[src/hdl/ppla_pkg.sv]
/*
 * Constants for the port pin block: geometry, register offsets and
 * reset values. Assumes an 8-bit register port and four 8-pin ports.
 */
package ppla_pkg;

    // ==========================================================
    // Geometry
    localparam int PPLA_PIN_W = 8;       // Pins per port
    localparam int PPLA_NPORTS = 4;      // First to fourth port
    localparam int PPLA_IMC_PORTS = 3;   // Ports passed through input cells
    localparam int PPLA_ADDR_PORTS = 2;  // Ports able to drive address
    localparam int PPLA_PORT_A = 0;      // First port index
    localparam int PPLA_PORT_D = 3;      // Fourth port index
    localparam int PPLA_ADDR_W = 16;     // Host address width

    // ==========================================================
    // Register offsets, indexed by port
    localparam logic [7:0] PPLA_DIN_OFS [PPLA_NPORTS] =
        '{8'h00, 8'h01, 8'h10, 8'h11};
    localparam logic [7:0] PPLA_DOUT_OFS [PPLA_NPORTS] =
        '{8'h04, 8'h05, 8'h12, 8'h13};
    localparam logic [7:0] PPLA_DIR_OFS [PPLA_NPORTS] =
        '{8'h06, 8'h07, 8'h14, 8'h15};
    localparam logic [7:0] PPLA_OEN_OFS [PPLA_NPORTS] =
        '{8'h0c, 8'h0d, 8'h1c, 8'h1d};
    localparam logic [7:0] PPLA_CTRL_OFS [PPLA_ADDR_PORTS] =
        '{8'h02, 8'h03};

    // ==========================================================
    // Reset values
    localparam logic [PPLA_PIN_W-1:0] PPLA_RST_BYTE = 8'h00;
    localparam logic [PPLA_ADDR_W-1:0] PPLA_RST_ADDR = 16'h0000;

endpackage : ppla_pkg

[src/hdl/ppla_port_pins.sv]
/*
 * Port pin output control: firmware I/O registers, logic array pin
 * functions, input cells and latched address output for four ports.
 * Assumes pin levels, array terms and host bus are synchronous to
 * clk_sys_in, and pin function selects are static configuration.
 */
// Overview of operation
// - Pins of ports one to three reach the array through input cells.
// - Fourth port pins feed the array input bus directly.
// - Array outputs can drive pins on all four ports, port four included.
// - A pin assigned as array output ignores firmware I/O and other modes.
// - Data-in reads return pin level even for array input pins.
// - Direction bit still acts on an array input pin.
// - Firmware data-out does not reach a pin driven by the array.
// - Output enable is array enable term OR direction bit OR address control bit.
// - Direction registers reset to zero, pins high impedance unless their array enable term is true.
// - Array enable term true at power-on makes the pin an output.
// - An output cell used internally leaves its pin free.
// - Host address is captured with the address-latch strobe.
// - Address drive is selected pin by pin.
// - Low byte on ports one and two, high byte on port two only.
// - Port two low or high byte choice is fixed configuration.
// - Direction one means output, zero means input.
// - Control bit one drives address, zero keeps firmware I/O; resets 0.
`timescale 1ns/1ps

module ppla_port_pins
    import ppla_pkg::*;
#(
    parameter int PIN_W = PPLA_PIN_W
)
(
    input wire logic clk_sys_in,
    input wire logic nrst_in,
    input wire logic [7:0] reg_addr_in,
    input wire logic [PIN_W-1:0] reg_wdata_in,
    input wire logic reg_wr_in,
    input wire logic reg_rd_in,
    output logic [PIN_W-1:0] reg_rdata_out,
    input wire logic [2*PIN_W-1:0] host_ad_in,
    input wire logic host_ale_in,
    input wire logic [PPLA_NPORTS*PIN_W-1:0] pin_level_in,
    output logic [PPLA_NPORTS*PIN_W-1:0] pin_drive_out,
    output logic [PPLA_NPORTS*PIN_W-1:0] pin_oe_n_out,
    input wire logic [PPLA_NPORTS*PIN_W-1:0] cfg_la_out_sel_in,
    input wire logic [PIN_W-1:0] cfg_hi_byte_sel_in,
    input wire logic [PPLA_NPORTS*PIN_W-1:0] la_data_in,
    input wire logic [PPLA_NPORTS*PIN_W-1:0] la_oe_in,
    input wire logic imc_capture_en_in,
    output logic [PPLA_IMC_PORTS*PIN_W-1:0] imc_bus_out,
    output logic [PIN_W-1:0] direct_bus_out
);

    localparam int NPIN = PPLA_NPORTS * PIN_W;

    logic [PIN_W-1:0] dout_reg [PPLA_NPORTS];
    logic [PIN_W-1:0] dir_reg [PPLA_NPORTS];
    logic [PIN_W-1:0] ctrl_reg [PPLA_ADDR_PORTS];
    logic [2*PIN_W-1:0] addr_latch_reg;
    logic [NPIN-1:0] oe_reg;
    logic [NPIN-1:0] oe_next;
    logic [NPIN-1:0] drive_next;
    logic [NPIN-1:0] addr_en;
    logic [NPIN-1:0] addr_bit;
    logic [PIN_W-1:0] rdata_next;

    // ==========================================================
    // Register writes
    // Firmware data-out, direction and address control registers
    always_ff @(posedge clk_sys_in or negedge nrst_in) begin
        if (!nrst_in) begin
            for (int p = 0; p < PPLA_NPORTS; p++) begin
                dout_reg[p] <= PPLA_RST_BYTE;
                dir_reg[p] <= PPLA_RST_BYTE;
            end
            for (int p = 0; p < PPLA_ADDR_PORTS; p++) begin
                ctrl_reg[p] <= PPLA_RST_BYTE;
            end
        end else if (reg_wr_in) begin
            for (int p = 0; p < PPLA_NPORTS; p++) begin
                if (reg_addr_in == PPLA_DOUT_OFS[p]) begin
                    dout_reg[p] <= reg_wdata_in;
                end
                if (reg_addr_in == PPLA_DIR_OFS[p]) begin
                    dir_reg[p] <= reg_wdata_in;
                end
            end
            for (int p = 0; p < PPLA_ADDR_PORTS; p++) begin
                if (reg_addr_in == PPLA_CTRL_OFS[p]) begin
                    ctrl_reg[p] <= reg_wdata_in;
                end
            end
        end
    end

    // ==========================================================
    // Register reads
    // Read mux; unmapped offsets read as zero
    always_comb begin
        rdata_next = '0;
        for (int p = 0; p < PPLA_NPORTS; p++) begin
            if (reg_addr_in == PPLA_DIN_OFS[p]) begin
                rdata_next = pin_level_in[p*PIN_W +: PIN_W];
            end
            if (reg_addr_in == PPLA_DOUT_OFS[p]) begin
                rdata_next = dout_reg[p];
            end
            if (reg_addr_in == PPLA_DIR_OFS[p]) begin
                rdata_next = dir_reg[p];
            end
            if (reg_addr_in == PPLA_OEN_OFS[p]) begin
                rdata_next = oe_reg[p*PIN_W +: PIN_W];
            end
        end
        for (int p = 0; p < PPLA_ADDR_PORTS; p++) begin
            if (reg_addr_in == PPLA_CTRL_OFS[p]) begin
                rdata_next = ctrl_reg[p];
            end
        end
    end

    // Read data stands for the one cycle after the strobe only
    always_ff @(posedge clk_sys_in or negedge nrst_in) begin
        if (!nrst_in) begin
            reg_rdata_out <= '0;
        end else begin
            reg_rdata_out <= reg_rd_in ? rdata_next : '0;
        end
    end

    // ==========================================================
    // Address latch
    // Shared address/data lines captured while the strobe is high
    always_ff @(posedge clk_sys_in or negedge nrst_in) begin
        if (!nrst_in) begin
            addr_latch_reg <= PPLA_RST_ADDR;
        end else if (host_ale_in) begin
            addr_latch_reg <= host_ad_in;
        end
    end

    // ==========================================================
    // Array input paths
    // Input cells register the first three ports
    always_ff @(posedge clk_sys_in or negedge nrst_in) begin
        if (!nrst_in) begin
            imc_bus_out <= '0;
        end else if (imc_capture_en_in) begin
            imc_bus_out <= pin_level_in[PPLA_IMC_PORTS*PIN_W-1:0];
        end
    end

    // Fourth port bypasses the input cells
    assign direct_bus_out = pin_level_in[PPLA_PORT_D*PIN_W +: PIN_W];

    // ==========================================================
    // Per-pin output selection
    for (genvar g = 0; g < NPIN; g++) begin : g_pin
        localparam int P = g / PIN_W;
        localparam int B = g % PIN_W;
        if (P < PPLA_ADDR_PORTS) begin : g_addr
            // Address drive chosen pin by pin, never on array outputs
            assign addr_en[g] = ctrl_reg[P][B] & ~cfg_la_out_sel_in[g];
            if (P == PPLA_PORT_A) begin : g_low
                assign addr_bit[g] = addr_latch_reg[B];
            end else begin : g_sel
                // Byte choice is a static configuration input
                assign addr_bit[g] = cfg_hi_byte_sel_in[B] ?
                    addr_latch_reg[B+PIN_W] : addr_latch_reg[B];
            end
        end else begin : g_noaddr
            assign addr_en[g] = 1'b0;
            assign addr_bit[g] = 1'b0;
        end

        // Enable is array term OR direction OR address drive, firmware locked out on outputs
        assign oe_next[g] = la_oe_in[g] |
            (~cfg_la_out_sel_in[g] & (dir_reg[P][B] | addr_en[g]));

        // Data source: array output, then latched address, then firmware
        assign drive_next[g] = cfg_la_out_sel_in[g] ? la_data_in[g] :
            (addr_en[g] ? addr_bit[g] : dout_reg[P][B]);

        AST_ARRAY_OE: assert property (@(posedge clk_sys_in)
            disable iff (!nrst_in)
            la_oe_in[g] |=> !pin_oe_n_out[g])
            else $error("Array enable term did not drive pin");
        AST_DIR_OUT: assert property (@(posedge clk_sys_in)
            disable iff (!nrst_in)
            (dir_reg[P][B] && !cfg_la_out_sel_in[g]) |=> !pin_oe_n_out[g])
            else $error("Direction bit did not enable pin");
        AST_LA_LOCK: assert property (@(posedge clk_sys_in)
            disable iff (!nrst_in)
            (cfg_la_out_sel_in[g] && !la_oe_in[g]) |=> pin_oe_n_out[g])
            else $error("Firmware enabled an array output pin");
        AST_LA_DATA: assert property (@(posedge clk_sys_in)
            disable iff (!nrst_in)
            cfg_la_out_sel_in[g] |=> pin_drive_out[g] == $past(la_data_in[g]))
            else $error("Array output pin not driven by array");
        AST_ADDR_DATA: assert property (@(posedge clk_sys_in)
            disable iff (!nrst_in)
            addr_en[g] |=> pin_drive_out[g] == $past(addr_bit[g]))
            else $error("Address pin not driven by latched address");
        AST_FW_DATA: assert property (@(posedge clk_sys_in)
            disable iff (!nrst_in)
            (!cfg_la_out_sel_in[g] && !addr_en[g])
            |=> pin_drive_out[g] == $past(dout_reg[P][B]))
            else $error("Firmware data not on free pin");
    end

    // ==========================================================
    // Pin drivers
    // Registered pin data and active-low enables
    always_ff @(posedge clk_sys_in or negedge nrst_in) begin
        if (!nrst_in) begin
            pin_drive_out <= '0;
            pin_oe_n_out <= '1;
            oe_reg <= '0;
        end else begin
            pin_drive_out <= drive_next;
            pin_oe_n_out <= ~oe_next;
            oe_reg <= oe_next;
        end
    end

    // ==========================================================
    // Checks on shared paths
    AST_ALE_CAPTURE: assert property (@(posedge clk_sys_in)
        disable iff (!nrst_in)
        host_ale_in |=> addr_latch_reg == $past(host_ad_in))
        else $error("Address not captured on strobe");
    AST_ALE_HOLD: assert property (@(posedge clk_sys_in)
        disable iff (!nrst_in)
        !host_ale_in |=> $stable(addr_latch_reg))
        else $error("Latched address moved without strobe");
    AST_DIN_READ: assert property (@(posedge clk_sys_in)
        disable iff (!nrst_in)
        (reg_rd_in && reg_addr_in == PPLA_DIN_OFS[PPLA_PORT_A])
        |=> reg_rdata_out == $past(pin_level_in[PIN_W-1:0]))
        else $error("Data-in read lost pin level");
    AST_RDATA_IDLE: assert property (@(posedge clk_sys_in)
        disable iff (!nrst_in)
        !reg_rd_in |=> reg_rdata_out == '0)
        else $error("Read data outside its cycle");
    AST_IMC_PATH: assert property (@(posedge clk_sys_in)
        disable iff (!nrst_in)
        imc_capture_en_in
        |=> imc_bus_out == $past(pin_level_in[PPLA_IMC_PORTS*PIN_W-1:0]))
        else $error("Input cell missed pin level");
    AST_DIRECT_PATH: assert property (@(posedge clk_sys_in)
        disable iff (!nrst_in)
        direct_bus_out == pin_level_in[PPLA_PORT_D*PIN_W +: PIN_W])
        else $error("Fourth port not passed directly");
    AST_DIR_RESET: assert property (@(posedge clk_sys_in)
        $rose(nrst_in) |-> (dir_reg[PPLA_PORT_A] == PPLA_RST_BYTE
            && pin_oe_n_out == '1))
        else $error("Pins not high impedance after reset");

    // ==========================================================
    // Checks on the register port
    // Control registers come out of reset cleared
    AST_CTRL_RESET: assert property (@(posedge clk_sys_in)
        $rose(nrst_in) |-> (ctrl_reg[0] == PPLA_RST_BYTE
            && ctrl_reg[1] == PPLA_RST_BYTE))
        else $error("Address control not cleared by reset");

    // A direction write lands in the next cycle
    AST_DIR_WRITE: assert property (@(posedge clk_sys_in)
        disable iff (!nrst_in)
        (reg_wr_in && reg_addr_in == PPLA_DIR_OFS[PPLA_PORT_A])
        |=> dir_reg[PPLA_PORT_A] == $past(reg_wdata_in))
        else $error("Direction write lost");

    // A control write lands in the next cycle
    AST_CTRL_WRITE: assert property (@(posedge clk_sys_in)
        disable iff (!nrst_in)
        (reg_wr_in && reg_addr_in == PPLA_CTRL_OFS[PPLA_PORT_A])
        |=> ctrl_reg[PPLA_PORT_A] == $past(reg_wdata_in))
        else $error("Address control write lost");

    // Direction readback returns the stored byte
    AST_DIR_READ: assert property (@(posedge clk_sys_in)
        disable iff (!nrst_in)
        (reg_rd_in && reg_addr_in == PPLA_DIR_OFS[PPLA_PORT_A])
        |=> reg_rdata_out == $past(dir_reg[PPLA_PORT_A]))
        else $error("Direction readback wrong");

    // Control readback returns the stored byte
    AST_CTRL_READ: assert property (@(posedge clk_sys_in)
        disable iff (!nrst_in)
        (reg_rd_in && reg_addr_in == PPLA_CTRL_OFS[PPLA_PORT_A])
        |=> reg_rdata_out == $past(ctrl_reg[PPLA_PORT_A]))
        else $error("Address control readback wrong");

    // Enable readback shows the final driver enable
    AST_OE_READ: assert property (@(posedge clk_sys_in)
        disable iff (!nrst_in)
        (reg_rd_in && reg_addr_in == PPLA_OEN_OFS[PPLA_PORT_A])
        |=> reg_rdata_out == ~$past(pin_oe_n_out[PIN_W-1:0]))
        else $error("Enable readback differs from pin enable");

    // Data-out readback returns the stored byte
    AST_DOUT_READ: assert property (@(posedge clk_sys_in)
        disable iff (!nrst_in)
        (reg_rd_in && reg_addr_in == PPLA_DOUT_OFS[PPLA_PORT_A])
        |=> reg_rdata_out == $past(dout_reg[PPLA_PORT_A]))
        else $error("Data-out readback wrong");

    // Ports without address drive never select it
    AST_NO_ADDR_HIGH: assert property (@(posedge clk_sys_in)
        disable iff (!nrst_in)
        addr_en[NPIN-1:PPLA_ADDR_PORTS*PIN_W] == '0)
        else $error("Address drive on a port without it");

endmodule : ppla_port_pins
[config.mk]
export PLATFORM = sky130hd
export DESIGN_NAME = ppla_port_pins
export DESIGN_NICKNAME = d
export VERILOG_FILES = /design/src/hdl/ppla_pkg.sv /design/src/hdl/ppla_port_pins.sv
export SDC_FILE = /design/constraint.sdc
export NUM_CORES = 1
export LEC_CHECK = 0
export BUFFER_PORTS_ARGS = -buffer_cell sky130_fd_sc_hd__buf_4
export CAP_MARGIN = 20
export CORE_ASPECT_RATIO = 1.4
export CORE_MARGIN = 2
export CORE_UTILIZATION = 42
export CTS_BUF_LIST = sky130_fd_sc_hd__clkbuf_2
export DETAILED_ROUTE_END_ITERATION = 7
export PLACE_DENSITY = 0.62
export REMOVE_ABC_BUFFERS = 1
export SYNTH_ARGS = -nofsm -noshare
export SYNTH_HDL_FRONTEND = slang
export SYNTH_SLANG_ARGS = --single-unit
[constraint.sdc]
create_clock -name clk_sys_in -period 2.7 [get_ports clk_sys_in]
set_clock_uncertainty 0.2 [all_clocks]
set_input_delay 0.135 -clock clk_sys_in [delete_from_list [all_inputs] [get_ports clk_sys_in]]
set_output_delay 0.135 -clock clk_sys_in [all_outputs]
set_load 0.01 [all_outputs]
==> summary.txt, run 1 <==
Status = aborted with a tool error
Exit stage = clock tree synthesis (4_1_cts)
Err = [ERROR RSZ-0060] Max buffer count reached.
Post-CTS Setup Inserts = 0
Area leader, netlist = dfrtp_1
Avg Cell Area, Syn = 11.5 um^2
YS warnings = 0
Site Rows = 67
Clock Tree Buf Depth = 3
DP Wirelength = 24500 um
Top cell type's share of synthesized area = 0.478
# IOs = 278
# clock sinks = 224
Die Width = 135 um
Post-Syn Instances = 878
Largest cells by area after synthesis = dfrtp_1, mux2_2, dfstp_2
CTS Buf Count = 53
Seq/Total Area, Yosys = 0.561
Cts-stage hold buffer count = 313
Htree depth = 2
Die H = 187 um
Post-CTS Resized = 0
FFs w/ async S/R, synth = 1.00
Initial Util = 0.424
IO buf count = 277
Yosys cell types = 57
Ys flop type = dfrtp_1
Yosys reg bits = 224
Mapped cell area = 10100 um^2
EDFF count, synth = 0
CTS Root Cell = clkbuf_2
GP Congestion = 0.943
cell usage after synthesis, types with 6 or more instances:
cell type  count
nand2_1       46
nand2b_1       6
buf_4          8
clkbuf_1      22
inv_1         57
or2_2         17
nor3_1         6
buf_1         10
mux2_2       136
nand3_1       12
a211oi_1      12
o22ai_1        7
nor2_1        73
o21a_1         6
nor2b_1       11
a21o_1        16
dfrtp_1      192
o21ai_0       64
dfstp_2       32
mux2i_1       24
buf_2          6
a21oi_1       32
a221oi_1       6
kinds of logic after synthesis:
| group | Yosys count | share of synthesized area |
|---|---|---|
| compound gates | 190 | 0.122 |
| buf+inv | 105 | 0.0444 |
| mux | 160 | 0.176 |
| flops | 224 | 0.561 |
| simple gates | 199 | 0.0961 |
through the flow:
stage	instance area [um^2]	hold WS, ns	instances	worst slack [ns]	util
detailed placement	12600	-0.00965	1450	0.310	0.531
global placement	12600	-0.0128	1450	0.333	0.531
floorplan	9830	-0.361	830	0.327	-
==> inputs of run 2 (changes only) <==
--- a/config.mk
+++ b/config.mk
@@ -7,12 +7,10 @@
 export LEC_CHECK = 0
 export BUFFER_PORTS_ARGS = -buffer_cell sky130_fd_sc_hd__buf_4
 export CAP_MARGIN = 20
-export CORE_ASPECT_RATIO = 1.4
 export CORE_MARGIN = 2
-export CORE_UTILIZATION = 42
-export CTS_BUF_LIST = sky130_fd_sc_hd__clkbuf_2
+export CORE_UTILIZATION = 27
 export DETAILED_ROUTE_END_ITERATION = 7
-export PLACE_DENSITY = 0.62
+export PLACE_DENSITY_LB_ADDON = 0.15
 export REMOVE_ABC_BUFFERS = 1
 export SYNTH_ARGS = -nofsm -noshare
 export SYNTH_HDL_FRONTEND = slang
==> run 2 against run 1 <==
  * The flow now finishes without violations
  * Synthesized cell count unchanged
  * Area after synthesis unchanged
==> summary.txt, run 2 <==
Met3 Track Usage GR = 0.0283
Unrepaired setup endpoints after global routing = false
First-pass DRT Iterations = 5
Layout cell share with drive strength beyond 1 = 0.389
Die Width = 197 um (+46%)
Min Tclk post-route = 2.46 ns
Met2 Track Usage GR = 0.349
CTS tree = built
Initial antenna violation count = 0
Post-CTS Setup Inserts = 0 (unchanged)
CP endpoint kind = register
Avg Cell Area, Syn = 11.5 um^2 (unchanged)
MaxCap Viol Count = 0
Startpoint Class = input pin
Power density over cell area = 561 nW/um^2
Pre-CTS WS = 0.216 ns (-0.0937 ns)
Area leader, netlist = dfrtp_1
Final nets = 1572
Slew headroom = 0.472
Worst Path Arrival = 2.77 ns
Fmax = 0.406 GHz
Top cell type's share of synthesized area = 0.478 (unchanged)
Largest net degree at the start of global routing = 62
Top Usage Layer GRT = met2
Status = completed
Fin crit share = 0.912
Die H = 197 um (+5.3%)
ANT cells = 0
GP Congestion = 0.885 (-6.2%)
Max Slew Vio Count = 0
# IOs = 278 (unchanged)
Routed len/inst = 20.8 um
Routed Antenna Nets = 0
Multi-input gate area = 3980 um^2
Clock Tree Buf Depth = 3 (unchanged)
R2R depth = 7
Crit path from = reg_addr_in[7]
Core Util, Final = 0.440
P_leak = 0.00759 uW
Top-count cell post-synth = dfrtp_1
Htree depth = 1 (-1)
Ys flop type = dfrtp_1
Area after DPL = 12800 um^2 (+1.5%)
HP Class = input pin to async pin
Hold Violations, Final = 0
FF+latch area = 5650 um^2
IO buf count = 277 (unchanged)
Clk_lat worst skew = 0.56 ns
GR Layer Usage met1 = 0.270
R2R setup slack = 0.44 ns
Area growth, synth to finish = 60.1%
Initial Util = 0.275 (-0.149)
Worst path required time = 3.01 ns
Design area = 16100 um^2
Yosys cell types = 57 (unchanged)
Yosys reg bits = 224 (unchanged)
Slew @ Worst Pin = 0.790 ns
Clock transition at path regs = 0.07 ns
Initial DRC Count = 507
CTS Root Cell = clkbuf_16
Grt total ovfl = 0
First-pass GRT wire length = 59100 um
CORE AREA = 36600 um^2
DRC = 0
Final TNS setup = 0 ns
Site Rows = 70 (+4.5%)
Vias/cell = 4.71
Crit-path max FO = 7
Total wire length = 39300 um
Fillers = 3533
Peak VDD IR = 0.541 mV
Top cells by count, synth = dfrtp_1, mux2_2, nor2_1
Setup violators final = 0
Seq/Total Area, Yosys = 0.561 (unchanged)
Post-CTS Resized = 0 (unchanged)
Post-Syn Instances = 878 (unchanged)
Most common cell after layout, fill and taps aside = buf_4
Commonest cells after routing, fill and taps aside = buf_4, dlygate4sd3_1, dfrtp_1, mux2_2, nor2_1
YS warnings = 0 (unchanged)
Via count = 8899
FFs w/ async S/R, synth = 1.00 (unchanged)
Die area = 38800 um^2
Mapped cell area = 10100 um^2 (unchanged)
Worst Path Class, Setup = input pin to register
EDFF count, synth = 0 (unchanged)
R2r endpoint = reg_rdata_out[4]$_DFF_PN0_
Setup crit end = reg_rdata_out[4]$_DFF_PN0_
Min setup slack post-route = 0.236 ns
Worst reg2reg startpoint = dir_reg[28]$_DFFE_PN0P_
Largest cells by area after synthesis = dfrtp_1, mux2_2, dfstp_2
Vias in the first global route = 9507
Overall Global Routing Usage = 0.204
# clock sinks = 224 (unchanged)
CTS Buf Count = 28 (-47%)
DP Wirelength = 28000 um (+14%)
Cts-stage hold buffer count = 231 (-26%)
run 2: cell counts after synthesis:
Identical to the previous run, type by type.
run 2: how the worst min path moves through the flow:
stage                    from                            end  depth (start not counted)
2_1_floorplan         nrst_in  addr_latch_reg[0]$_DFFE_PN0P_                          0
3_3_place_gp          nrst_in    pin_drive_out[31]$_DFF_PN0_                          1
3_5_place_dp          nrst_in    pin_drive_out[28]$_DFF_PN0_                          1
4_1_cts        reg_addr_in[1]     reg_rdata_out[5]$_DFF_PN0_                          4
5_1_grt               nrst_in      pin_oe_n_out[4]$_DFF_PN1_                          2
6_report              nrst_in      pin_oe_n_out[2]$_DFF_PN1_                          2
run 2: per-stage QoR:
| step | hold slack (ns) | std cells | total power [uW] |
|---|---|---|---|
| floorplan | -0.361 | 830 | 4090 |
| CTS | 0.000121 | 1888 | 9170 |
| detailed placement | -0.0507 | 1605 | 4810 |
| global placement | -0.0564 | 1605 | 4810 |
| global route | 0.0384 | 1888 | 9450 |
| finish | 0.0382 | 1888 | 9040 |
run 2: critical path: stages:
cell and delay (ns):
buf_4 0.13, nor4b_2 0.53, buf_4 0.24, nand2_1 0.11, nor2_1 0.50, o21ai_0 0.22, a22o_1 0.22, a21oi_1 0.13
dlygate4sd3_1 0.55
run 2: where the power goes:
group / switching, uW / internal [uW]
Clock: 1520 / 2460
Sequential: 137 / 3570
Combinational: 575 / 774
run 2: logic make-up (layout without fill, tap and decap cells):
logic type,count (synthesis),in the layout,synth area share
buffers and inverters,105,647,0.0444
DFF,224,224,0.561
muxes,160,160,0.176
and+or+nand+nor,199,199,0.0961
AOI/OAI and AO/OA,190,190,0.122
run 2: metal layers:
layer / vias to the layer above / wire length, um
met1: 4448 / 17300
met2: 264 / 19400
met4: 0 / 852
li1: 4143 / -
met3: 44 / 1800
met5: - / 0
run 2: layout make-up:
type,count,share of cell area
Multi-Input combinational cell,549,0.247
Timing Repair Buffer,538,0.291
Clock inverter,12,0.00878
Tap cell,468,0.0364
Sequential cell,224,0.351
Clock buffer,40,0.0526
Inverter,57,0.0133
Note: power is estimated with default switching activity, not from simulation.
